## config.mk

```make
export PLATFORM = sky130hd
export DESIGN_NAME = bal_core
export DESIGN_NICKNAME = d
export VERILOG_FILES = /design/src/bal_pkg.sv /design/src/bal_alu_if.sv /design/src/bal_alu.sv /design/src/bal_core.sv
export SDC_FILE = /design/constraint.sdc
export NUM_CORES = 1
export LEC_CHECK = 0
export ABC_AREA = 1
export BUFFER_PORTS_ARGS = -buffer_cell sky130_fd_sc_hd__buf_2
export CAP_MARGIN = 10
export CORE_MARGIN = 10
export CORE_UTILIZATION = 45
export DETAILED_ROUTE_END_ITERATION = 6
export GPL_TIMING_DRIVEN = 0
export PLACE_DENSITY = 0.72
export SYNTH_ARGS = -nofsm -noshare
export SYNTH_HDL_FRONTEND = slang
export SYNTH_HIERARCHICAL = 1
export SYNTH_SLANG_ARGS = --single-unit
```

## constraint.sdc

```tcl
create_clock -name core_clk -period 6.4 [get_ports core_clk]
set_clock_uncertainty 0.1 [all_clocks]
set_input_delay 0.64 -clock core_clk [delete_from_list [all_inputs] [get_ports core_clk]]
set_output_delay 0.64 -clock core_clk [all_outputs]
set_load 0.01 [all_outputs]
```

## src/bal_pkg.sv

```systemverilog
// Purpose: shared constants, types and helpers of the borrow and logic accumulator datapath
// Assumes: one clock core_clk at 100 MHz, synchronous active-high reset
// Notes:   Operation
// Operation
// RULE_01: subtract sets sign, zero, overflow, half-borrow, subtract, carry
// RULE_02: subtract operand from accumulator, store difference
// RULE_03: borrow subtract removes operand and carry
// RULE_04: borrow subtract flags: subtract, half-borrow, carry, overflow
// RULE_05: sign and zero follow every result
// RULE_06: bitwise and into accumulator
// RULE_07: and sets half-carry, clears subtract, carry
// RULE_08: bitwise or into accumulator
// RULE_09: or clears half-carry, subtract, carry
// RULE_10: exclusive or into accumulator
// RULE_11: exclusive or: parity even flag, clear others
// RULE_12: register field codes b,c,d,e,h,l,a
// RULE_13: five operand forms, index prefixes with displacement
// RULE_14: signed displacement added to index pair
// RULE_15: timing 4, 7 and 19 t states
// RULE_16: register form is op prefix plus register
// RULE_17: exclusive or immediate ee, pointer ae

package bal_pkg;

   // ---
   // timing
   // ---
   localparam int CLK_PERIOD_NS = 10;
   localparam int T_STATE_NS    = 250;
   localparam int T_DIV_DEFAULT = (T_STATE_NS + CLK_PERIOD_NS - 1) / CLK_PERIOD_NS;
   localparam logic [4:0] T_REG_FORM   = 5'h04;
   localparam logic [4:0] T_SHORT_FORM = 5'h07;
   localparam logic [4:0] T_INDEX_FORM = 5'h13;
   localparam logic [4:0] T_MEM_CYCLE  = 5'h03;

   // ---
   // instruction encoding
   // ---
   localparam logic [7:0] PREFIX_NONE       = 8'h00;
   localparam logic [7:0] PREFIX_FIRST_IDX  = 8'hdd;
   localparam logic [7:0] PREFIX_SECOND_IDX = 8'hfd;
   localparam logic [1:0] ROW_REG   = 2'h2;
   localparam logic [1:0] ROW_IMM   = 2'h3;
   localparam logic [2:0] PTR_FIELD = 3'h6;
   localparam logic [2:0] OPF_SUB   = 3'h2;
   localparam logic [2:0] OPF_SBC   = 3'h3;
   localparam logic [2:0] OPF_AND   = 3'h4;
   localparam logic [2:0] OPF_XOR   = 3'h5;
   localparam logic [2:0] OPF_OR    = 3'h6;
   localparam logic [2:0] REG_B = 3'h0;
   localparam logic [2:0] REG_C = 3'h1;
   localparam logic [2:0] REG_D = 3'h2;
   localparam logic [2:0] REG_E = 3'h3;
   localparam logic [2:0] REG_H = 3'h4;
   localparam logic [2:0] REG_L = 3'h5;
   localparam logic [2:0] REG_A = 3'h7;

   // ---
   // flag layout and reset values
   // ---
   localparam int FLAG_S_BIT  = 7;
   localparam int FLAG_Z_BIT  = 6;
   localparam int FLAG_H_BIT  = 4;
   localparam int FLAG_PV_BIT = 2;
   localparam int FLAG_N_BIT  = 1;
   localparam int FLAG_C_BIT  = 0;
   localparam logic [7:0] ACC_RESET   = 8'h00;
   localparam logic [7:0] FLAGS_RESET = 8'h00;

   typedef enum logic [1:0] {
      ST_IDLE = 2'h0,
      ST_RUN  = 2'h1,
      ST_DONE = 2'h3
   } bal_state_e;

   typedef enum logic [1:0] {
      FORM_REG = 2'h0,
      FORM_IMM = 2'h1,
      FORM_PTR = 2'h2,
      FORM_IDX = 2'h3
   } bal_form_e;

   function automatic logic bal_op_known(input logic [2:0] opf);
      return (opf == OPF_SUB) || (opf == OPF_SBC) || (opf == OPF_AND) ||
             (opf == OPF_XOR) || (opf == OPF_OR);
   endfunction

   function automatic logic bal_parity_even(input logic [7:0] v);
      return ~(^v);
   endfunction

endpackage

```

## src/bal_alu_if.sv

```systemverilog
// Purpose: operand and result bundle between sequencer and arithmetic unit
// Assumes: purely combinational path from operands to result
// Notes:   core drives operands, alu returns result and flags
`timescale 1ns/100ps
`default_nettype none

interface bal_alu_if;
   logic [2:0] op;
   logic [7:0] a;
   logic [7:0] b;
   logic       cin;
   logic [7:0] res;
   logic [7:0] flags;

   modport core (output op, output a, output b, output cin, input res, input flags);
   modport alu  (input op, input a, input b, input cin, output res, output flags);
endinterface

`default_nettype wire

```

## src/bal_alu.sv

```systemverilog
// Purpose: combinational subtract and bitwise unit with flag generation
// Assumes: operands stable while the sequencer writes back
// Notes:   bits 5 and 3 of the flag byte read zero
`timescale 1ns/100ps
`default_nettype none

module bal_alu
   import bal_pkg::*;
(
   bal_alu_if.alu port_if
);

   always_comb
   begin
      logic       bin;
      logic [8:0] diff9;
      logic [4:0] nib5;
      logic [7:0] r;
      logic [7:0] f;
      bin   = 1'b0;
      diff9 = 9'h000;
      nib5  = 5'h00;
      r     = port_if.a;
      f     = 8'h00;
      if (port_if.op == OPF_SBC)
      begin
         bin = port_if.cin;                                          // [RULE_03]
      end
      diff9 = {1'b0, port_if.a} - {1'b0, port_if.b} - {8'h00, bin};  // [RULE_02] [RULE_03]
      nib5  = {1'b0, port_if.a[3:0]} - {1'b0, port_if.b[3:0]} - {4'h0, bin};
      case (port_if.op)
         OPF_SUB, OPF_SBC:
         begin
            r             = diff9[7:0];
            f[FLAG_C_BIT] = diff9[8];                                 // [RULE_01] [RULE_04]
            f[FLAG_H_BIT] = nib5[4];                                  // [RULE_01] [RULE_04]
            f[FLAG_N_BIT] = 1'b1;                                     // [RULE_01] [RULE_04]
            f[FLAG_PV_BIT] = (port_if.a[7] ^ port_if.b[7]) &
                             (port_if.a[7] ^ diff9[7]);               // [RULE_01] [RULE_04]
         end
         OPF_AND:
         begin
            r              = port_if.a & port_if.b;                   // [RULE_06]
            f[FLAG_H_BIT]  = 1'b1;                                    // [RULE_07]
            f[FLAG_PV_BIT] = bal_parity_even(r);
         end
         OPF_OR:
         begin
            r              = port_if.a | port_if.b;                   // [RULE_08] [RULE_09]
            f[FLAG_PV_BIT] = bal_parity_even(r);
         end
         OPF_XOR:
         begin
            r              = port_if.a ^ port_if.b;                   // [RULE_10]
            f[FLAG_PV_BIT] = bal_parity_even(r);                      // [RULE_11]
         end
         default:
         begin
            r = port_if.a;
         end
      endcase
      f[FLAG_S_BIT] = r[7];                                           // [RULE_05]
      f[FLAG_Z_BIT] = (r == 8'h00);                                   // [RULE_05]
      port_if.res   = r;
      port_if.flags = f;
   end

endmodule

`default_nettype wire

```

## src/bal_core.sv

```systemverilog
// Purpose: sequencer of the borrow and logic accumulator operations
// Assumes: decoder presents prefix, opcode and argument bytes with a start pulse;
//          register file and memory answer within the machine cycle asked
// Notes:   accumulator and flag byte live here; one operation at a time
`timescale 1ns/100ps
`default_nettype none

module bal_core
   import bal_pkg::*;
#(
   parameter int unsigned T_DIV = T_DIV_DEFAULT
)
(
   input  wire logic        core_clk,
   input  wire logic        sys_rst,
   input  wire logic        start,
   input  wire logic [7:0]  prefix_byte,
   input  wire logic [7:0]  opcode_byte,
   input  wire logic [7:0]  arg_byte,
   input  wire logic [7:0]  reg_rd_data,
   input  wire logic [15:0] pointer_pair,
   input  wire logic [15:0] first_index_pair,
   input  wire logic [15:0] second_index_pair,
   input  wire logic [7:0]  mem_rd_data,
   input  wire logic        acc_load,
   input  wire logic [7:0]  acc_load_data,
   input  wire logic        flags_load,
   input  wire logic [7:0]  flags_load_data,
   output var  logic [7:0]  acc_reg,
   output var  logic [7:0]  flags_reg,
   output var  logic        busy_reg,
   output var  logic        done_reg,
   output var  logic        bad_op_reg,
   output var  logic        t_tick_reg,
   output var  logic [2:0]  reg_sel_reg,
   output var  logic        mem_rd_reg,
   output var  logic [15:0] mem_addr_reg
);

   // ---
   // local constants and state
   // ---
   localparam logic [4:0] T_DIV_LAST = 5'(T_DIV - 1);

   bal_state_e state_reg;
   bal_form_e  form_reg;
   logic [2:0] op_reg;
   logic [4:0] div_reg;
   logic [4:0] t_cnt_reg;
   logic [4:0] t_total_reg;
   logic [7:0] opnd_reg;
   logic [7:0] arg_reg;

   logic       dec_ok;
   bal_form_e  dec_form;
   logic [4:0] dec_total;
   logic [15:0] dec_addr;
   logic       tick;
   logic       last_tick;
   logic       mem_start_tick;
   logic       take;

   bal_alu_if alu_if ();

   bal_alu u_alu
   (
      .port_if (alu_if)
   );

   // ---
   // decode of the presented instruction
   // ---
   always_comb
   begin
      logic [1:0] row;
      logic [2:0] opf;
      logic [2:0] fld;
      logic       plain;
      logic       indexed;
      row     = opcode_byte[7:6];
      opf     = opcode_byte[5:3];
      fld     = opcode_byte[2:0];
      plain   = (prefix_byte == PREFIX_NONE);
      indexed = (prefix_byte == PREFIX_FIRST_IDX) || (prefix_byte == PREFIX_SECOND_IDX); // [RULE_13]
      dec_ok  = 1'b0;
      dec_form = FORM_REG;
      if (plain && (row == ROW_REG) && bal_op_known(opf))             // [RULE_16]
      begin
         dec_ok   = 1'b1;
         dec_form = (fld == PTR_FIELD) ? FORM_PTR : FORM_REG;         // [RULE_13]
      end
      else if (plain && (row == ROW_IMM) && (fld == PTR_FIELD) && bal_op_known(opf))
      begin
         // immediate opcodes d6, de, e6, f6, ee share this row
         dec_ok   = 1'b1;                                             // [RULE_03] [RULE_06] [RULE_08] [RULE_17]
         dec_form = FORM_IMM;
      end
      else if (indexed && (row == ROW_REG) && (fld == PTR_FIELD) && bal_op_known(opf))
      begin
         dec_ok   = 1'b1;                                             // [RULE_13]
         dec_form = FORM_IDX;
      end
   end

   always_comb
   begin
      case (dec_form)
         FORM_REG: dec_total = T_REG_FORM;                            // [RULE_15]
         FORM_IDX: dec_total = T_INDEX_FORM;                          // [RULE_15]
         default:  dec_total = T_SHORT_FORM;                          // [RULE_15]
      endcase
   end

   // signed displacement; the 16-bit sum wraps like the address bus
   always_comb
   begin
      logic [15:0] base;
      base = (prefix_byte == PREFIX_SECOND_IDX) ? second_index_pair : first_index_pair;
      if (dec_form == FORM_IDX)
      begin
         dec_addr = base + {{8{arg_byte[7]}}, arg_byte};              // [RULE_14]
      end
      else
      begin
         dec_addr = pointer_pair;
      end
   end

   assign take           = start && (state_reg == ST_IDLE);
   assign tick           = (state_reg == ST_RUN) && (div_reg == T_DIV_LAST);
   assign last_tick      = tick && (t_cnt_reg == 5'(t_total_reg - 5'h01));
   // memory is read in the final three-state machine cycle of each memory form
   assign mem_start_tick = tick && (form_reg == FORM_PTR || form_reg == FORM_IDX) &&
                           (5'(t_cnt_reg + 5'h01) == 5'(t_total_reg - T_MEM_CYCLE));

   // ---
   // sequencer
   // ---
   always_ff @(posedge core_clk)
   begin
      if (sys_rst)
      begin
         state_reg <= ST_IDLE;
      end
      else
      begin
         case (state_reg)
            ST_IDLE:
            begin
               if (take && dec_ok)
               begin
                  state_reg <= ST_RUN;
               end
            end
            ST_RUN:
            begin
               if (last_tick)
               begin
                  state_reg <= ST_DONE;
               end
            end
            ST_DONE:
            begin
               state_reg <= ST_IDLE;
            end
            default:
            begin
               state_reg <= ST_IDLE;
            end
         endcase
      end
   end

   // t state divider restarts with each operation so timing is exact
   always_ff @(posedge core_clk)
   begin
      if (sys_rst)
      begin
         div_reg    <= 5'h00;
         t_cnt_reg  <= 5'h00;
         t_tick_reg <= 1'b0;
      end
      else
      begin
         t_tick_reg <= tick;
         if (state_reg != ST_RUN)
         begin
            div_reg   <= 5'h00;
            t_cnt_reg <= 5'h00;
         end
         else if (tick)
         begin
            div_reg   <= 5'h00;
            t_cnt_reg <= 5'(t_cnt_reg + 5'h01);                       // [RULE_15]
         end
         else
         begin
            div_reg <= 5'(div_reg + 5'h01);
         end
      end
   end

   // latch of the decoded instruction
   always_ff @(posedge core_clk)
   begin
      if (sys_rst)
      begin
         form_reg     <= FORM_REG;
         op_reg       <= OPF_SUB;
         t_total_reg  <= T_REG_FORM;
         arg_reg      <= 8'h00;
         reg_sel_reg  <= REG_B;
         mem_addr_reg <= 16'h0000;
         busy_reg     <= 1'b0;
         bad_op_reg   <= 1'b0;
      end
      else
      begin
         bad_op_reg <= take && !dec_ok;
         if (take && dec_ok)
         begin
            form_reg     <= dec_form;
            op_reg       <= opcode_byte[5:3];                         // [RULE_16]
            t_total_reg  <= dec_total;
            arg_reg      <= arg_byte;
            reg_sel_reg  <= opcode_byte[2:0];                         // [RULE_12]
            mem_addr_reg <= dec_addr;                                 // [RULE_14]
            busy_reg     <= 1'b1;
         end
         else if (state_reg == ST_DONE)
         begin
            busy_reg <= 1'b0;
         end
      end
   end

   // ---
   // operand fetch
   // ---
   always_ff @(posedge core_clk)
   begin
      if (sys_rst)
      begin
         mem_rd_reg <= 1'b0;
         opnd_reg   <= 8'h00;
      end
      else
      begin
         mem_rd_reg <= mem_start_tick;
         if (last_tick)
         begin
            case (form_reg)
               FORM_REG:
               begin
                  // the accumulator field reads the accumulator itself
                  opnd_reg <= (reg_sel_reg == REG_A) ? acc_reg : reg_rd_data; // [RULE_12]
               end
               FORM_IMM:
               begin
                  opnd_reg <= arg_reg;                                // [RULE_13]
               end
               default:
               begin
                  opnd_reg <= mem_rd_data;                            // [RULE_13]
               end
            endcase
         end
      end
   end

   // ---
   // write back
   // ---
   assign alu_if.op  = op_reg;
   assign alu_if.a   = acc_reg;
   assign alu_if.b   = opnd_reg;
   assign alu_if.cin = flags_reg[FLAG_C_BIT];                         // [RULE_03]

   // write back beats an outside load in the same cycle
   always_ff @(posedge core_clk)
   begin
      if (sys_rst)
      begin
         acc_reg   <= ACC_RESET;
         flags_reg <= FLAGS_RESET;
         done_reg  <= 1'b0;
      end
      else
      begin
         done_reg <= (state_reg == ST_DONE);
         if (state_reg == ST_DONE)
         begin
            acc_reg   <= alu_if.res;                                  // [RULE_02] [RULE_06] [RULE_10]
            flags_reg <= alu_if.flags;                                // [RULE_05] [RULE_09]
         end
         else
         begin
            if (acc_load)
            begin
               acc_reg <= acc_load_data;
            end
            if (flags_load)
            begin
               flags_reg <= flags_load_data;
            end
         end
      end
   end

endmodule

`default_nettype wire

```

==> flow_summary.yaml <==
status:
  run_status: "complete, no violations"
grt:
  global_route.usage.total_pct: 20.9
  largest_net_degree_at_the_start_of_global_routing: 14
  grt_overflow: 0
  number_of_global_route_vias_before_repair: 6373
  grt_pass1_wl_um: 31700
  grt_antenna_before_repair: 5
logic_synthesis:
  synth.cell_area_sq_mm: 0.00623
  synth.top_cell.area_share_pct: 24.4
  synth_edf_count: 0
  synth_top_cells_by_count: "nand2_1, inv_1, nor2_1"
  syn_avg_cell_area_sq_um: 6.49
  synth_warnings: 6
  synth_top_cell_by_area: "dfxtp_1"
  cell_with_the_most_instances_after_synthesis: "nand2_1"
  seq_area_frac_synth_pct: 24.4
  netlist_instances: 960
  async_flop_share_pct: 0
  ys_seq_elements: 76
  yosys.cell_types.count: 41
  synth-main-ff-cell: "dfxtp_1"
  synth.area.top_cells: "dfxtp_1, nand2_1, ha_1"
timing:
  hold_viol: 0
  max_slew.worst_pin.slew_ps: 596
  finalSetupViolCount: 0
  timing_max_transition_violations_final: 0
  rsz0062_at_grt: "false"
  finalWorstPathRequiredPeriod_ps: 3350
  period_share_pct: 52.4
  setup_tns_ps: 0
  max_slew_margin_pct: 60.3
  max_freq_mhz: 298
floorplanning:
  die-area_sq_mm: 0.0189
  die_x_um: 138
  floorplan.initialDensity_pct: 46.5
  die_height_um: 138
  rows: 42
  io_pins: 149
  design.core.area_sq_mm: 0.0134
clock_tree:
  cts_post_setup_buffers_inserted: 0
  clockBufferDepth: 2
  cts_inserted_buffers: 9
  cts_repair_resize_count: 0
  clk_transition_reported_paths_ps: 60
  cts_root_buf: "clkbuf_16"
  postCtsHoldBufs: 0
  clock_tree_from_tritoncts: "done"
  h-tree-depth: 3
  clk-insertion-delay-late_ps: 350
  clock-sinks: 76
routing:
  route.vias.total: 6660
  detail_route.vias_per_cell: 5.12
  detail-route-antenna-nets: 0
  avgRoutedWirePerCell_um: 15.2
  detail_route.wirelength_um: 19700
  detail_route.drc_violations: 0
  drt_first_iter_violations: 425
  first_pass_iters: 5
critical_path:
  crit_path_start_kind: "flip-flop"
  crit_fanout: 10
  criticalPathCategory: "flip-flop to flip-flop"
  reg2reg_slack_ps: 3050
  worst-endpoint-required_ps: 6580
  worstReg2RegEnd: "flags_reg[6]$_SDFFE_PP0P_"
  timing.rr.start: "alu_if.op[1]$_SDFFE_PP1P_"
  timing.critical_path.to_type: "flip-flop"
  cp_data_arrival_time_ps: 3530
  reg2regPathDepth: 15
final_layout:
  finalCoreUtilization_pct: 55.9
  fin_cells: 1302
  flow.area_growth_from_synthesis_pct: 20.2
  largest_register_ff_count: 16
  postLayoutCellArea_sq_mm: 0.00749
  final_nets: 1282
  final_layout_size_suffix_gt1_share_pct: 19.3
placed_design:
  gp_congestion: 1.01
  io_buffer_count: 146
  dp.final_hpwl_um: 16300
  place.detailed.instances: 1283
  cell_area_after_placement_sq_mm: 0.00718
pwr:
  p_switching_mw: 0.356
  fin_total_pwr_mw: 1.25
  p_per_area_mw_per_mm2: 166
  p_int_mw: 0.890
  switching_share_pct: 28.6
  clockPowerShare_pct: 41.0
  leakage_dissipation_nw: 3.81
  comb_power_share_pct: 19.8
  p_seq_share_pct: 39.2
  power.ir.vdd_worst_uv: 129
min_path:
  hold-path-cell-count: 2
  timing.hold.worst.start: "arg_reg[7]$_SDFFE_PP0P_"
  min_to: "arg_reg[7]$_SDFFE_PP0P_"
  worstHoldPathType: "flip-flop to flip-flop"
run:
  max_cap_violations: 0
[how the worst max path moves through the flow]
stage                                   end  cells after the start  slack (ps)                       from
4_1_cts           flags_reg[6]$_SDFFE_PP0P_                     15        3160  alu_if.op[1]$_SDFFE_PP1P_
2_1_floorplan  mem_addr_reg[8]$_SDFFE_PP0P_                     16        3400             prefix_byte[1]
6_report          flags_reg[6]$_SDFFE_PP0P_                     15        3050  alu_if.op[1]$_SDFFE_PP1P_
5_1_grt           flags_reg[6]$_SDFFE_PP0P_                     15        2800  alu_if.op[1]$_SDFFE_PP1P_
3_3_place_gp   mem_addr_reg[8]$_SDFFE_PP0P_                     17        2940             prefix_byte[1]
3_5_place_dp   mem_addr_reg[8]$_SDFFE_PP0P_                     17        2890             prefix_byte[1]
[cell families (layout without fill, tap and decap cells)]
family / after synthesis / count (layout) / synth area share (%)
adder cells (fa/ha/maj): 55 / 55 / 11.4
buffers and inverters: 160 / 321 / 10.2
XOR/XNOR: 34 / 34 / 4.78
other: 1 / 6 / 0.0602
AO/OA/AOI/OAI: 156 / 156 / 13.4
flip-flops: 76 / 76 / 24.4
multiplexers: 15 / 15 / 2.71
AND/OR/NAND/NOR: 463 / 463 / 33.0
[layout make-up]
cell class	instances	area [sq um]
antenna	4	10.0
inverter	135	507
timing repair buffer	146	731
buffer	25	128
sequential	76	1520
tap	176	220
clock buffer	11	243
multi-input combinational	725	4080
clock inverter	4	50.0
fill	1393	5910
[power by group through the flow]
stage	logic, mW	registers (mW)	clock network [mW]
2_1_floorplan	0.157	0.498	0
3_3_place_gp	0.240	0.499	0
3_5_place_dp	0.244	0.499	0
4_1_cts	0.245	0.488	0.520
5_1_grt	0.281	0.489	0.534
6_report	0.247	0.488	0.511
[layout by cell type (no fill, tap or decap), drive strengths merged, types with 2 or more instances in the layout]
cell type  Yosys  routed
xor2          14      14
clkinvlp       0       2
nand3b         6       6
xnor2         20      20
diode          0       4
nand4         23      23
a211oi         2       2
o22ai          6       6
mux2          15      15
fa             3       3
o21a           2       2
nor3b          3       3
a31oi          8       8
a21oi         70      70
or2            2       2
conb           1       2
inv          135     135
o21ai         60      60
dfxtp         76      76
clkbuf        11      22
ha            52      52
nor3           8       8
nor2          94      94
nand2b         5       5
o211ai         7       7
buf           14     160
nand3         73      73
nand2        248     248
[stage by stage]
step                      hold WS, ps  setup slack [ps]
final                             356              3050
after global routing              382              2800
after detailed placement          348              2890
after global placement            339              2940
after CTS                         357              3160
after floorplan                   325              3400
[critical path: stages, from the launching register on]
cell     delay, ps
dfxtp_1        410
inv_1          110
nor2_2         180
buf_2          270
nand3_1        140
fa_1           440
fa_1           430
nor2_1         150
o21ai_1        140
o21ai_0        240
nand2_1        130
nor2_1         130
nand2_1         60
nor2_1          80
o21ai_0        110
a21oi_1        140
[per-layer routing]
layer	track usage, %	share of wire, %	vias up
li1	-	-	3436
met1	23.6	42	3024
met2	36.7	49	167
met3	6.52	6.6	31
met4	6.56	2.4	2
met5	0	0.066	-
Power figures use the tool's default switching activity.
